$ cat src/verilog/rfs_pkg.sv
// rfs_pkg: register map, field layout, reset values and source codes
// of the transmit/receive path select block.
// assumes byte-wide registers on a plain strobe port with a 6-bit address.
package rfs_pkg;

	// ----------------------------------------------------------------
	// bus geometry and register offsets
	// ----------------------------------------------------------------
	localparam int          ADDR_W        = 6;
	localparam int          DATA_W        = 8;
	localparam logic [5:0]  OFF_TX_SEL    = 6'h16;
	localparam logic [5:0]  OFF_RX_SEL    = 6'h17;
	localparam logic [5:0]  OFF_THRESH    = 6'h18;
	localparam logic [5:0]  OFF_DEMOD     = 6'h19;
	localparam logic [5:0]  OFF_RSVD_1A   = 6'h1A;

	// ----------------------------------------------------------------
	// reset values and writable-bit masks (reserved bits stay zero)
	// ----------------------------------------------------------------
	localparam logic [7:0]  RST_TX_SEL    = 8'h10;
	localparam logic [7:0]  RST_RX_SEL    = 8'h84;
	localparam logic [7:0]  RST_THRESH    = 8'h84;
	localparam logic [7:0]  RST_DEMOD     = 8'h4D;
	localparam logic [7:0]  MSK_TX_SEL    = 8'h3F;
	localparam logic [7:0]  MSK_RX_SEL    = 8'hFF;
	localparam logic [7:0]  MSK_THRESH    = 8'hF7;
	localparam logic [7:0]  MSK_DEMOD     = 8'hEF;
	localparam logic [7:0]  READ_ZERO     = 8'h00;

	// ----------------------------------------------------------------
	// field positions (lsb of each field) and field widths
	// ----------------------------------------------------------------
	localparam int          DRV_SRC_LSB   = 4;
	localparam int          AUX_SRC_LSB   = 0;
	localparam int          UART_SRC_LSB  = 6;
	localparam int          GUARD_LSB     = 0;
	localparam int          GUARD_W       = 6;
	localparam int          MIN_LVL_LSB   = 4;
	localparam int          COLL_LSB      = 0;
	localparam int          IQ_MODE_LSB   = 6;
	localparam int          IQ_FIX_BIT    = 5;
	localparam int          TAU_RCV_LSB   = 2;
	localparam int          TAU_SYNC_LSB  = 0;
	localparam int          COLL_FRAC_W   = 3;

	// ----------------------------------------------------------------
	// source codes
	// ----------------------------------------------------------------
	typedef enum logic [1:0] {
		DRV_TRISTATE = 2'b00,
		DRV_MILLER   = 2'b01,
		DRV_AUX_ENV  = 2'b10,
		DRV_HIGH     = 2'b11
	} rfsDrvSrc_t;

	typedef enum logic [3:0] {
		AUX_TRISTATE = 4'h0,
		AUX_LOW      = 4'h1,
		AUX_HIGH     = 4'h2,
		AUX_TEST_BUS = 4'h3,
		AUX_MILLER   = 4'h4,
		AUX_TX_DATA  = 4'h5,
		AUX_RX_DATA  = 4'h7
	} rfsAuxSrc_t;

	typedef enum logic [1:0] {
		UART_LOW     = 2'b00,
		UART_AUX_MAN = 2'b01,
		UART_ANALOG  = 2'b10,
		UART_AUX_NRZ = 2'b11
	} rfsUartSrc_t;

	typedef enum logic [1:0] {
		IQ_STRONGER  = 2'b00,
		IQ_FREEZE    = 2'b01
	} rfsIqMode_t;

	// ----------------------------------------------------------------
	// carriers
	// ----------------------------------------------------------------
	typedef struct packed {
		logic [ADDR_W-1:0] addr;
		logic [DATA_W-1:0] wrData;
		logic              wrStrobe;
		logic              rdStrobe;
	} rfsRegReq_t;

	typedef struct packed {
		logic level;
		logic outEnN;
	} rfsPin_t;

endpackage : rfs_pkg

$ cat src/verilog/rfs_path_select.sv
// rfs_path_select: register bank and routing of the reader's transmit and
// receive paths: antenna driver source, aux output pin, contactless uart
// input, receiver guard timer, decoder thresholds, i/q choice, pll setting.
// assumes all inputs synchronous to sys_clk, bitClockTick one cycle wide.
`timescale 1ns/100ps

module rfs_path_select
	import rfs_pkg::*;
#(
	parameter int AMP_W = 8
)
(
	input  wire logic              sys_clk,
	input  wire logic              rstn,
	input  wire rfsRegReq_t        regReq,
	output logic [DATA_W-1:0]      rdData,
	output logic                   rdValid,
	input  wire logic              millerEnvelope,
	input  wire logic              txSerialData,
	input  wire logic              rxDecodedData,
	input  wire logic              auxEnvelopeInput,
	input  wire logic              auxInputPin,
	input  wire logic              analogRxSignal,
	input  wire logic [7:0]        testBus,
	input  wire logic [2:0]        testBusBitSelect,
	input  wire logic [1:0]        driverInvertOn,
	input  wire logic [1:0]        driverInvertOff,
	input  wire logic [1:0]        driverEnable,
	input  wire logic              softPowerDown,
	output rfsPin_t [1:0]          antennaDriver,
	output rfsPin_t                auxOutputPin,
	output logic                   uartRxInput,
	input  wire logic              txDone,
	input  wire logic              bitClockTick,
	input  wire logic              rfFieldOn,
	input  wire logic              cmdIsReceive,
	output logic                   rxGuardActive,
	input  wire logic [3:0]        signalStrength,
	input  wire logic [AMP_W-1:0]  strongHalfAmp,
	input  wire logic [AMP_W-1:0]  weakHalfAmp,
	input  wire logic              halfBitValid,
	output logic                   bitAccepted,
	output logic                   bitCollision,
	input  wire logic [AMP_W-1:0]  iChannelAmp,
	input  wire logic [AMP_W-1:0]  qChannelAmp,
	input  wire logic              commActive,
	output logic                   useQChannel,
	input  wire logic              rxDataPhase,
	output logic [1:0]             pllTimeConstant,
	output logic                   pllFrozen
);

	// ----------------------------------------------------------------
	// elaboration checks
	// ----------------------------------------------------------------
	if (AMP_W < 2 || AMP_W > 16)
	begin : g_bad_amp
		$error("AMP_W must lie between 2 and 16");
	end

	// ----------------------------------------------------------------
	// register file
	// ----------------------------------------------------------------
	logic [7:0]             txSel_q;
	logic [7:0]             rxSel_q;
	logic [7:0]             thresh_q;
	logic [7:0]             demod_q;
	logic [DATA_W-1:0]      rdData_q;
	logic                   rdValid_q;
	logic [DATA_W-1:0]      rdMux;

	// only writable bits are stored, so reserved bits can never read one
	always_ff @(posedge sys_clk or negedge rstn)
	begin
		if (!rstn)
		begin
			txSel_q  <= RST_TX_SEL;
			rxSel_q  <= RST_RX_SEL;
			thresh_q <= RST_THRESH;
			demod_q  <= RST_DEMOD;
		end
		else if (regReq.wrStrobe)
		begin
			unique case (regReq.addr)
				OFF_TX_SEL: txSel_q  <= regReq.wrData & MSK_TX_SEL;
				OFF_RX_SEL: rxSel_q  <= regReq.wrData & MSK_RX_SEL;
				OFF_THRESH: thresh_q <= regReq.wrData & MSK_THRESH;
				OFF_DEMOD:  demod_q  <= regReq.wrData & MSK_DEMOD;
				default:    ;
			endcase
		end
	end

	// read decode; unmapped and reserved offsets answer zero
	always_comb
	begin
		unique case (regReq.addr)
			OFF_TX_SEL: rdMux = txSel_q;
			OFF_RX_SEL: rdMux = rxSel_q;
			OFF_THRESH: rdMux = thresh_q;
			OFF_DEMOD:  rdMux = demod_q;
			default:    rdMux = READ_ZERO;
		endcase
	end

	// read data stand only in the cycle after the strobe
	always_ff @(posedge sys_clk or negedge rstn)
	begin
		if (!rstn)
		begin
			rdData_q  <= READ_ZERO;
			rdValid_q <= 1'b0;
		end
		else
		begin
			rdData_q  <= regReq.rdStrobe ? rdMux : READ_ZERO;
			rdValid_q <= regReq.rdStrobe;
		end
	end

	assign rdData  = rdData_q;
	assign rdValid = rdValid_q;

	// ----------------------------------------------------------------
	// field extraction
	// ----------------------------------------------------------------
	rfsDrvSrc_t             drvSrc;
	logic [3:0]             auxSrc;
	rfsUartSrc_t            uartSrc;
	logic [GUARD_W-1:0]     rxGuardBits;
	logic [3:0]             minDecodeLevel;
	logic [2:0]             collisionLevel;
	logic [1:0]             iqChannelMode;
	logic                   iqChannelFix;
	logic [1:0]             pllRxTimeConstant;
	logic [1:0]             pllBurstTimeConstant;

	assign drvSrc               = rfsDrvSrc_t'(txSel_q[DRV_SRC_LSB +: 2]);
	assign auxSrc               = txSel_q[AUX_SRC_LSB +: 4];
	assign uartSrc              = rfsUartSrc_t'(rxSel_q[UART_SRC_LSB +: 2]);
	assign rxGuardBits          = rxSel_q[GUARD_LSB +: GUARD_W];
	assign minDecodeLevel       = thresh_q[MIN_LVL_LSB +: 4];
	assign collisionLevel       = thresh_q[COLL_LSB +: 3];
	assign iqChannelMode        = demod_q[IQ_MODE_LSB +: 2];
	assign iqChannelFix         = demod_q[IQ_FIX_BIT];
	assign pllRxTimeConstant    = demod_q[TAU_RCV_LSB +: 2];
	assign pllBurstTimeConstant = demod_q[TAU_SYNC_LSB +: 2];

	// ----------------------------------------------------------------
	// antenna drivers
	// ----------------------------------------------------------------
	logic                   drvRaw;
	logic [1:0]             driverOn;

	// shared envelope choice for both drivers
	always_comb
	begin
		unique case (drvSrc)
			DRV_TRISTATE: drvRaw = 1'b0;
			DRV_MILLER:   drvRaw = millerEnvelope;
			DRV_AUX_ENV:  drvRaw = auxEnvelopeInput;
			DRV_HIGH:     drvRaw = 1'b1;
		endcase
	end

	// soft power-down counts as driver off but keeps the pin driven
	// unless the source is the tristate code
	for (genvar g = 0; g < 2; g++)
	begin : g_driver
		assign driverOn[g] = driverEnable[g] & ~softPowerDown;

		always_ff @(posedge sys_clk or negedge rstn)
		begin
			if (!rstn)
			begin
				antennaDriver[g] <= '{level: 1'b0, outEnN: 1'b1};
			end
			else
			begin
				antennaDriver[g].outEnN <= (drvSrc == DRV_TRISTATE);
				antennaDriver[g].level  <= driverOn[g] ? (drvRaw ^ driverInvertOn[g])
				                                       : driverInvertOff[g];
			end
		end
	end

	// ----------------------------------------------------------------
	// aux output pin
	// ----------------------------------------------------------------
	// reserved codes float the pin so a bad setting cannot fight a load
	always_ff @(posedge sys_clk or negedge rstn)
	begin
		if (!rstn)
		begin
			auxOutputPin <= '{level: 1'b0, outEnN: 1'b1};
		end
		else
		begin
			auxOutputPin.outEnN <= 1'b0;
			unique case (auxSrc)
				AUX_TRISTATE:
				begin
					auxOutputPin.level  <= 1'b0;
					auxOutputPin.outEnN <= 1'b1;
				end
				AUX_LOW:      auxOutputPin.level <= 1'b0;
				AUX_HIGH:     auxOutputPin.level <= 1'b1;
				AUX_TEST_BUS: auxOutputPin.level <= testBus[testBusBitSelect];
				AUX_MILLER:   auxOutputPin.level <= millerEnvelope;
				AUX_TX_DATA:  auxOutputPin.level <= txSerialData;
				AUX_RX_DATA:  auxOutputPin.level <= rxDecodedData;
				default:
				begin
					auxOutputPin.level  <= 1'b0;
					auxOutputPin.outEnN <= 1'b1;
				end
			endcase
		end
	end

	// ----------------------------------------------------------------
	// receiver guard timer
	// ----------------------------------------------------------------
	logic [GUARD_W-1:0]     guardCount_q;
	logic                   rfFieldPrev_q;
	logic                   guardStart;

	// the plain receive command never arms the guard
	assign guardStart = (txDone & ~cmdIsReceive) | (rfFieldOn & ~rfFieldPrev_q);

	always_ff @(posedge sys_clk or negedge rstn)
	begin
		if (!rstn)
		begin
			rfFieldPrev_q <= 1'b0;
		end
		else
		begin
			rfFieldPrev_q <= rfFieldOn;
		end
	end

	// counts bit clocks down to zero; a new start reloads
	always_ff @(posedge sys_clk or negedge rstn)
	begin
		if (!rstn)
		begin
			guardCount_q <= '0;
		end
		else if (guardStart)
		begin
			guardCount_q <= rxGuardBits;
		end
		else if (bitClockTick && guardCount_q != '0)
		begin
			guardCount_q <= guardCount_q - 1'b1;
		end
	end

	assign rxGuardActive = (guardCount_q != '0);

	// ----------------------------------------------------------------
	// contactless uart input
	// ----------------------------------------------------------------
	logic                   contactless_uart_source;
	logic                   uartRxInput_q;

	always_comb
	begin
		unique case (uartSrc)
			UART_LOW:     contactless_uart_source = 1'b0;
			UART_AUX_MAN: contactless_uart_source = auxInputPin;
			UART_ANALOG:  contactless_uart_source = analogRxSignal;
			UART_AUX_NRZ: contactless_uart_source = auxInputPin;
		endcase
	end

	// nrz path is passed as is; the bit rate limit is software's to keep
	always_ff @(posedge sys_clk or negedge rstn)
	begin
		if (!rstn)
		begin
			uartRxInput_q <= 1'b0;
		end
		else
		begin
			uartRxInput_q <= (rxGuardActive && !cmdIsReceive) ? 1'b0 : contactless_uart_source;
		end
	end

	assign uartRxInput = uartRxInput_q;

	// ----------------------------------------------------------------
	// bit decoder thresholds
	// ----------------------------------------------------------------
	logic [AMP_W+COLL_FRAC_W-1:0] weakScaled;
	logic [AMP_W+COLL_FRAC_W-1:0] strongScaled;
	logic                         levelOk;

	// collision level is in eighths of the stronger half-bit
	assign weakScaled   = {weakHalfAmp, 3'h0};
	assign strongScaled = {3'h0, strongHalfAmp} * {{AMP_W{1'b0}}, collisionLevel};
	assign levelOk      = (signalStrength >= minDecodeLevel);

	always_ff @(posedge sys_clk or negedge rstn)
	begin
		if (!rstn)
		begin
			bitAccepted  <= 1'b0;
			bitCollision <= 1'b0;
		end
		else
		begin
			bitAccepted  <= halfBitValid && levelOk;
			bitCollision <= halfBitValid && levelOk && (weakScaled >= strongScaled);
		end
	end

	// ----------------------------------------------------------------
	// i/q channel choice
	// ----------------------------------------------------------------
	logic                   qStronger;
	logic                   commPrev_q;
	logic                   frozenQ_q;
	logic                   frozenSel;

	assign qStronger = (qChannelAmp > iChannelAmp);
	assign frozenSel = (commActive && !commPrev_q) ? qStronger : frozenQ_q;

	// the choice is taken in the first cycle of a communication
	always_ff @(posedge sys_clk or negedge rstn)
	begin
		if (!rstn)
		begin
			commPrev_q <= 1'b0;
			frozenQ_q  <= 1'b0;
		end
		else
		begin
			commPrev_q <= commActive;
			frozenQ_q  <= frozenSel;
		end
	end

	// reserved modes with the fix bit low behave as plain stronger choice
	always_ff @(posedge sys_clk or negedge rstn)
	begin
		if (!rstn)
		begin
			useQChannel <= 1'b0;
		end
		else if (iqChannelFix)
		begin
			useQChannel <= iqChannelMode[0];
		end
		else if (iqChannelMode == IQ_FREEZE && commActive)
		begin
			useQChannel <= frozenSel;
		end
		else
		begin
			useQChannel <= qStronger;
		end
	end

	// ----------------------------------------------------------------
	// pll time constant
	// ----------------------------------------------------------------
	always_ff @(posedge sys_clk or negedge rstn)
	begin
		if (!rstn)
		begin
			pllTimeConstant <= 2'h0;
			pllFrozen       <= 1'b0;
		end
		else
		begin
			pllTimeConstant <= rxDataPhase ? pllRxTimeConstant : pllBurstTimeConstant;
			pllFrozen       <= rxDataPhase && (pllRxTimeConstant == 2'h0);
		end
	end
endmodule : rfs_path_select

$ cat config.mk
export PLATFORM = sky130hd
export DESIGN_NAME = rfs_path_select
export DESIGN_NICKNAME = d
export VERILOG_FILES = /design/src/verilog/rfs_pkg.sv /design/src/verilog/rfs_path_select.sv
export SDC_FILE = /design/constraint.sdc
export NUM_CORES = 1
export LEC_CHECK = 0
export BUFFER_PORTS_ARGS = -buffer_cell sky130_fd_sc_hd__buf_2
export CORE_MARGIN = 2
export CORE_UTILIZATION = 52
export CTS_CLUSTER_SIZE = 16
export DETAILED_ROUTE_END_ITERATION = 8
export PLACE_DENSITY = 0.82
export REMOVE_ABC_BUFFERS = 1
export SKIP_CTS_REPAIR_TIMING = 1
export SYNTH_ARGS = -nofsm -noshare
export SYNTH_HDL_FRONTEND = slang
export SYNTH_SLANG_ARGS = --single-unit
export TNS_END_PERCENT = 1
$ cat constraint.sdc
create_clock -name sys_clk -period 4.3 [get_ports sys_clk]
set_input_delay 0.43 -clock sys_clk [delete_from_list [all_inputs] [get_ports sys_clk]]
set_output_delay 0.43 -clock sys_clk [all_outputs]
set_load 0.03 [all_outputs]
* After elaboration in Yosys (flattened, before gate mapping)
Index checks and enable logic that the tools add are counted.
** Word-level totals
- Bits in registers :: 58
- Input bits :: 85
- Output and inout bits :: 23
- Word-level logic and storage cells :: 91
** Cells by class
- Add/sub/neg operators :: 1
- Multiply operators :: 1
- Magnitude comparators :: 4
- Equality and inequality tests :: 17
- Multiplexer cells :: 17
- Bitwise gates (word level) :: 10
- Reductions and logical operators :: 20
** Operators with widths (number)
- $pmux W8 S4 :: 1
- $eq A6 B5 Y1 const B :: 4
- $eq A4 B3 Y1 const B :: 3
- $mux W6 :: 2
- $ge A11 B11 Y1 :: 1
- $mul A8 B3 Y11 :: 1
- $eq A2 B2 Y1 const B :: 4
- $eq A4 B2 Y1 const B :: 2
- $gt A8 B8 Y1 :: 1
- $mux W1 :: 8
- $mux W8 :: 1
- $reduce_and A2 Y1 :: 4
- $logic_and A1 B1 Y1 :: 7
- $eq A2 B1 Y1 const B :: 3
- $logic_not A2 Y1 :: 3
- $reduce_bool A6 Y1 :: 1
- $reduce_or A6 Y1 :: 1
- $sub A6 B1 Y6 const B :: 1
- $pmux W1 S5 :: 1
- $and A1 B1 Y1 :: 4
- $eq A4 B1 Y1 const B :: 1
- $ge A4 B4 Y1 :: 1
- $lt A3 B4 Y1 const B :: 1
- $pmux W1 S4 :: 1
- 9 further kinds :: 13

* Logic depth before layout (Yosys ltp)
Gate-level depths: netlist (run 1).
- Depth in word-level cells :: 5
- Depth in mapped cells :: 17
- Gate-level depth less buffers :: 16

* Least setup slack after synthesis (run 1)
OpenSTA, ideal clock, no wires.
- Path type :: flip-flop to flip-flop
- Start point :: reg thresh_q[2]
- End point :: reg bitCollision
- Setup time :: 0.119 ns
- Arrival time :: 3.121 ns
- Data required time :: 4.181 ns
- Path slack :: 1.060 ns
- Cell stages (with the launch flop) :: 17
- Buffers on the path :: 1
- Period minus slack after synthesis :: 3.240 ns
- Cell sequence :: dfstp_2 clkbuf_1 nand2_1 fa_1 inv_1 ha_1 and2_1 o21ai_0 nand2_1 nor2_1 xor2_1 ha_1 a21oi_1 a21oi_1 o21ai_0 a21boi_0 o21a_1
** On the way
- Cells in the longest elaborated chain, start to end :: 3
** RTL lines
- from (decl) :: line rfs_path_select.sv:66 : logic [7:0] thresh_q;
- from (signal assigned) :: line rfs_path_select.sv:87 : OFF_THRESH: thresh_q <= regReq.wrData & MSK_THRESH;
- $mul A8 B3 Y11 :: line rfs_path_select.sv:302 : assign strongScaled = {3'h0, strongHalfAmp} * {{AMP_W{1'b0}}, collisionLevel};
- $ge A11 B11 Y1 :: line rfs_path_select.sv:315 : bitCollision <= halfBitValid && levelOk && (weakScaled >= strongScaled);
- $logic_and A1 B1 Y1 :: line rfs_path_select.sv:315
- to (signal assigned) :: line rfs_path_select.sv:315
- to (decl) :: line rfs_path_select.sv:43 : output logic bitCollision,
No other way between the ends.
A chain may end at the register's enable or synchronous reset.

* Final worst setup path (run 1)
- Start point :: reg thresh_q[0]
- End point :: reg bitCollision
The elaborated chain is that of the path after synthesis.

==> run_results.csv, run 1 <==
group,metric,value,unit
floorplan,dieArea,7720,sq um
detailed_routing,num_vias,3002,
critical_path,path_max_fanout,10,
final_layout,antennaDiodeCount,0,
yosys,synth_xor_area_share,3.11,%
yosys,synth-compound-area-share,11.1,%
yosys,syn-cell-area,3660,sq um
cts,clock_path_buffers,2,
yosys,yosysSeqAreaShare,40.1,%
floorplan,rows,30,
detailed_routing,firstDrtPassIters,4,
final_layout,drive_above_1_share,38.9,%
critical_path,worstSetupEndpointType,"flip-flop",
sta,worst_hold_slack,225,ps
cts,cts_buffers,9,
yosys,synth_area_leaders,"dfrtp_1, ha_1, mux2_2",
critical_path,start_kind,"flip-flop",
sta,fmax,0.296,GHz
final_layout,multi_input_area,2060,sq um
detailed_routing,postRouteAntennaNets,0,
sta,fin_skew,5.98,ps
detailed_routing,routed_wl,8.15,mm
sta,finalSetupTns,0,ps
floorplan,core_area,6790,sq um
global_routing,track_usage,22.0,%
sta,setup_viol,0,
yosys,ys_warn_count,0,
critical_path,cp_data_arrival_time,3600,ps
power,power_density,380,nW/um^2
critical_path,critPathKind,"reg -> reg",
power,power_leakage,2.24,nW
flow_run,maxCapViolCount,0,
yosys,synthMuxAreaShare,11.1,%
yosys,synth_top_family_by_area,"simple AND/OR/NAND/NOR gates",
placement,gp_congestion,0.845,
min_path,hold_class,"in -> reg",
placement,port_buffers,107,
final_layout,area_growth,22.4,%
floorplan,die_h,87.9,um
sta,rsz0062_at_grt,"no",
yosys,ys_top_cells_by_count,"dfrtp_1, nand2_1, ha_1, mux2_2, inv_1",
final_layout,fillerInstances,537,
global_routing,grt_pass1_wl,13.1,mm
global_routing,grt_pass1_vias,2960,
yosys,syn_inst,349,
placement,hpwl,6.32,mm
power,ir_drop,0.000190,V
floorplan,io_pins,108,
yosys,synth_cell_type_count,51,
cts,clock_tree.htree_level_count,3,
yosys,synth-seq-cells,58,
final_layout,ff_latch_area,1470,sq um
critical_path,crit_required,4520,ps
cts,root_buffer,"clkbuf_8",
yosys,synth-main-ff-cell,"dfrtp_1",
global_routing,overflow,0,
final_layout,nets,587,
detailed_routing,dr.first_iter.drc_count,238,
cts,cts.sinks,58,
cts,clkTransAtPathRegs,70,ps
yosys,netlist.area_leader.share,32.2,%
sta,max_slew.worst_pin.slew,765,ps
global_routing,grt_max_degree,59,
floorplan,dieWidth,87.9,um
detailed_routing,viasPerCell,5.32,
detailed_routing,wl_per_cell,14.4,um
sta,drv_slew,0,
detailed_routing,drc,0,
yosys,synthAdderAreaFrac,14.8,%
yosys,synthArstFlopShare,100,%
sta,timing.final.crit_share,78.5,%
cts,clk_latency,330,ps
yosys,avgSynthCellArea,10.5,sq um
yosys,yosysMostFrequentCell,"dfrtp_1",
yosys,yosys.area.top_type,"dfrtp_1",
cts,tritoncts,"done",
floorplan,initial_core_util,53.8,%
sta,hold_viol,0,
sta,slew_headroom,49.0,%
outcome,status,"finished clean",
yosys,synth-edff-count,0,
yosys,yosys.area_share.simple,16.3,%
global_routing,antenna_found_initial,0,
sta,fin_crit,3370,ps
[per-layer routing]
metal  track usage [%]  share of wire (%)  vias to the layer above  wire length [um]
met5                 0                  0                        -                 0
met4              9.79                1.6                        0               132
met3              3.77                5.4                       11               436
met2              37.7                 52                       93              4200
met1              27.2                 41                     1445              3370
li1                  -                  -                     1453                 -
[flip-flops by register name (all words and copies together) (netlist names), 2 cells and up]
signal / count
guardCount_q: 6
demod_q: 7
pllTimeConstant: 2
antennaDriver: 3
rdData: 8
rxSel_q: 8
auxOutputPin: 2
thresh_q: 7
txSel_q: 6
[cell usage in the layout, fill, tap and decap left out, types with 11 or more instances in the layout]
cell type | Yosys | final
a21oi_1 | 19 | 19
buf_2 | 0 | 107
dfstp_2 | 11 | 11
dfrtp_1 | 47 | 47
mux2_2 | 31 | 31
nor2_1 | 18 | 18
nand2_1 | 36 | 36
and2_1 | 15 | 15
o21ai_0 | 14 | 14
inv_1 | 29 | 29
ha_1 | 32 | 32
[worst paths after layout]
path | startpoint | endpoint | slack [ps] | cells past startpoint
min | rfFieldOn | rfFieldPrev_q | 220 | 1
max reg2reg | thresh_q[0] | bitCollision | 930 | 13
max in group asynchronous | rstn | thresh_q[5] | 3590 | 2
min in group asynchronous | rstn | guardCount_q[1] | 230 | 2
max | thresh_q[0] | bitCollision | 930 | 13
min reg2reg | txSel_q[5] | antennaDriver[2] | 490 | 1
[per-stage QoR]
step                      worst slack (ps)  power, mW  util [%]  instance area [sq um]  instances
final                                  926       1.70      65.9                   4480        564
after detailed placement               850       1.26      63.2                   4300        548
after global placement                 951       1.23      63.2                   4300        548
after CTS                              922       1.71      65.9                   4480        564
after floorplan                       1160       1.09         -                   3630        344
after global routing                   624       1.81      65.9                   4480        564
[cells by family (layout without fill, tap and decap cells)]
group / count (synthesis) / in the layout
buffers and inverters: 34 / 153
XOR/XNOR: 13 / 13
AO/OA/AOI/OAI: 64 / 64
flip-flops: 58 / 58
AND/OR/NAND/NOR: 107 / 107
adder cells (fa/ha/maj): 39 / 39
multiplexers: 34 / 34
[cell type report]
type | count | share of cell area, %
inverters | 29 | 2.43
flip-flops and latches | 58 | 32.7
clock inverters | 6 | 0.923
repair buffers | 108 | 12.1
clock buffers | 10 | 3.08
well taps | 96 | 2.68
multi-input cells | 257 | 46.0
[critical path: stages (launching register included)]
cell	delay (ps)
dfrtp_1	500
and2_1	210
fa_1	490
ha_1	170
inv_1	60
fa_1	400
nor2b_1	130
o21ai_1	80
a21oi_1	190
a211oi_1	70
or3_1	380
ha_1	280
a21boi_0	130
o21a_1	170
[report_power, final]
| part | total [mW] | switching [mW] | internal (mW) |
|---|---|---|---|
| combinational | 0.528 | 0.292 | 0.236 |
| sequential | 0.722 | 0.0810 | 0.641 |
| clock | 0.452 | 0.227 | 0.224 |
(Power assumes the default switching activity.)
==> inputs of run 2 (changes only) <==
ABC_AREA = 1   (was default)
CORE_UTILIZATION = 53   (was 52)
PLACE_DENSITY = 0.83   (was 0.82)
clock period = 3.2 ns   (was 4.3 ns; I/O delays follow)
==> run_results.csv, run 2 <==
group,metric,value,unit
sta,timing.final.crit_share,97.0,%
sta,setup_viol,0,
yosys,yosysSeqAreaShare,37.9,%
yosys,synth_area_leaders,"dfrtp_1, nand2_1, ha_1",
yosys,synthMuxAreaShare,0,%
final_layout,final_util,66.8,%
placement,gp_congestion,0.892,
final_layout,nets,729,
yosys,synth-edff-count,0,
yosys,syn_inst,488,
detailed_routing,drc,0,
final_layout,area_growth,23.5,%
global_routing,grt_pass1_vias,3414,
critical_path,path_max_fanout,7,
yosys,synthAdderAreaFrac,14.0,%
detailed_routing,routed_wl,9.56,mm
yosys,synth-seq-cells,58,
critical_path,critPathKind,"reg -> reg",
floorplan,rows,31,
global_routing,track_usage,24.0,%
critical_path,cp_data_arrival_time,3390,ps
global_routing,overflow,0,
floorplan,initial_core_util,54.1,%
yosys,avgSynthCellArea,7.91,sq um
yosys,ys_warn_count,0,
sta,max_slew.worst_pin.slew,846,ps
sta,hold_viol,0,
sta,fmax,0.322,GHz
sta,finalSetupTns,0,ps
outcome,status,"finished clean",
critical_path,crit_required,3490,ps
yosys,synth-main-ff-cell,"dfrtp_1",
yosys,yosysMostFrequentCell,"nand2_1",
yosys,yosys.area_share.simple,21.2,%
placement,dp_cells,692,
detailed_routing,num_vias,3639,
final_layout,final_common_cell,"nand2_1",
yosys,synthArstFlopShare,100,%
flow_run,maxCapViolCount,0,
yosys,yosys.area.top_type,"dfrtp_1",
final_layout,drive_above_1_share,29.0,%
floorplan,core_area,7140,sq um
floorplan,dieWidth,89.4,um
critical_path,reg2regPathDepth,17,
yosys,synth_xor_area_share,2.72,%
sta,slew_headroom,43.6,%
placement,port_buffers,107,
power,power_density,491,nW/um^2
final_layout,stdcell_count,709,
global_routing,grt_max_degree,39,
sta,fin_crit,3100,ps
yosys,synth-compound-area-share,13.5,%
global_routing,grt_pass1_wl,14.6,mm
critical_path,worstSetupEndpointType,"flip-flop",
detailed_routing,wl_per_cell,13.5,um
sta,drv_slew,0,
sta,fin_skew,10.8,ps
final_layout,antennaDiodeCount,0,
cts,cts.sinks,58,
yosys,syn-cell-area,3860,sq um
detailed_routing,viasPerCell,5.13,
power,ir_drop,0.000371,V
yosys,netlist.area_leader.share,30.5,%
sta,rsz0062_at_grt,"yes",
sta,worst_hold_slack,86.9,ps
detailed_routing,dr.first_iter.drc_count,192,
detailed_routing,firstDrtPassIters,5,
min_path,hold_class,"in -> async",
final_layout,final_cell_mix,"nand2_1, buf_2, inv_1",
yosys,synth_cell_type_count,36,
cts,clock_tree.htree_level_count,3,
yosys,synth_top_family_by_area,"simple AND/OR/NAND/NOR gates",
cts,clk_latency,340,ps
yosys,ys_top_cells_by_count,"nand2_1, inv_1, dfrtp_1, ha_1, o21ai_0",
critical_path,start_kind,"flip-flop",
cts,root_buffer,"clkbuf_8",
detailed_routing,postRouteAntennaNets,0,
floorplan,dieArea,7980,sq um
floorplan,die_h,89.4,um
cts,cts_buffers,9,
floorplan,io_pins,108,
global_routing,antenna_found_initial,0,
placement,hpwl,7.53,mm
cts,clock_path_buffers,2,
power,p_total,2.34,mW
power,power_leakage,2.64,nW
cts,clkTransAtPathRegs,70,ps
cts,tritoncts,"done",
-- run 2: cells by family (layout without fill, tap and decap cells) --
kind of cell | count (synthesis) | in the layout
xor gates and xnor gates | 12 | 12
AOI/OAI and AO/OA | 87 | 87
buffers and inverters | 102 | 224
DFF | 58 | 58
adders and majority gates | 39 | 39
and+or+nand+nor | 190 | 190
-- run 2: area by class of cell --
class / instances / area, sq um
Timing Repair Buffer: 114 / 592
Clock inverter: 2 / 10.0
Sequential cell: 58 / 1470
Fill cell: 620 / 2370
Inverter: 94 / 353
Multi-Input combinational cell: 328 / 2050
Tap cell: 99 / 124
Clock buffer: 14 / 173
-- run 2: per-layer routing --
layer / track usage (%) / routed length (um) / up-vias
li1: - / - / 1800
met1: 27.7 / 3880 / 1663
met2: 44.0 / 4820 / 153
met3: 3.88 / 648 / 23
met4: 9.36 / 220 / 0
met5: 0 / 0 / -
-- run 2: final timing paths --
path | start | endpoint | slack [ps]
hold reg to reg | txSel_q[5] | antennaDriver[2] | 410
setup reg to reg | thresh_q[2] | bitCollision | 100
min in group sys_clk | rfFieldOn | rfFieldPrev_q | 100
hold / removal | rstn | guardCount_q[0] | 90
setup / recovery | thresh_q[2] | bitCollision | 100
max in group asynchronous | rstn | auxOutputPin[0] | 2340
-- run 2: through the flow --
stage,worst slack [ps],area (sq um)
final,95.2,4770
after global routing,-105,4770
after CTS,30.7,4690
after detailed placement,11.1,4510
after global placement,145,4510
after floorplan,150,3800
-- run 2: critical path, cell delays in order, from the launching register on --
cell and delay [ps]:
dfstp_2 630, buf_6 130, nand2_1 70, fa_1 550, inv_1 80, ha_4 290, inv_1 60, o21ai_1 150
nand3_1 140, nand3_2 90, xnor2_1 60, ha_1 270, nand2_1 80, nor2_2 140, nand4_1 90, o2111ai_1 100
nand2_1 70, inv_1 60
-- run 2: power breakdown --
group          internal (mW)  total [mW]  leakage, nW  switching (mW)
sequential             0.859       0.946        0.732          0.0871
combinational          0.303       0.768         1.81           0.465
clock                  0.343       0.628       0.0965           0.285
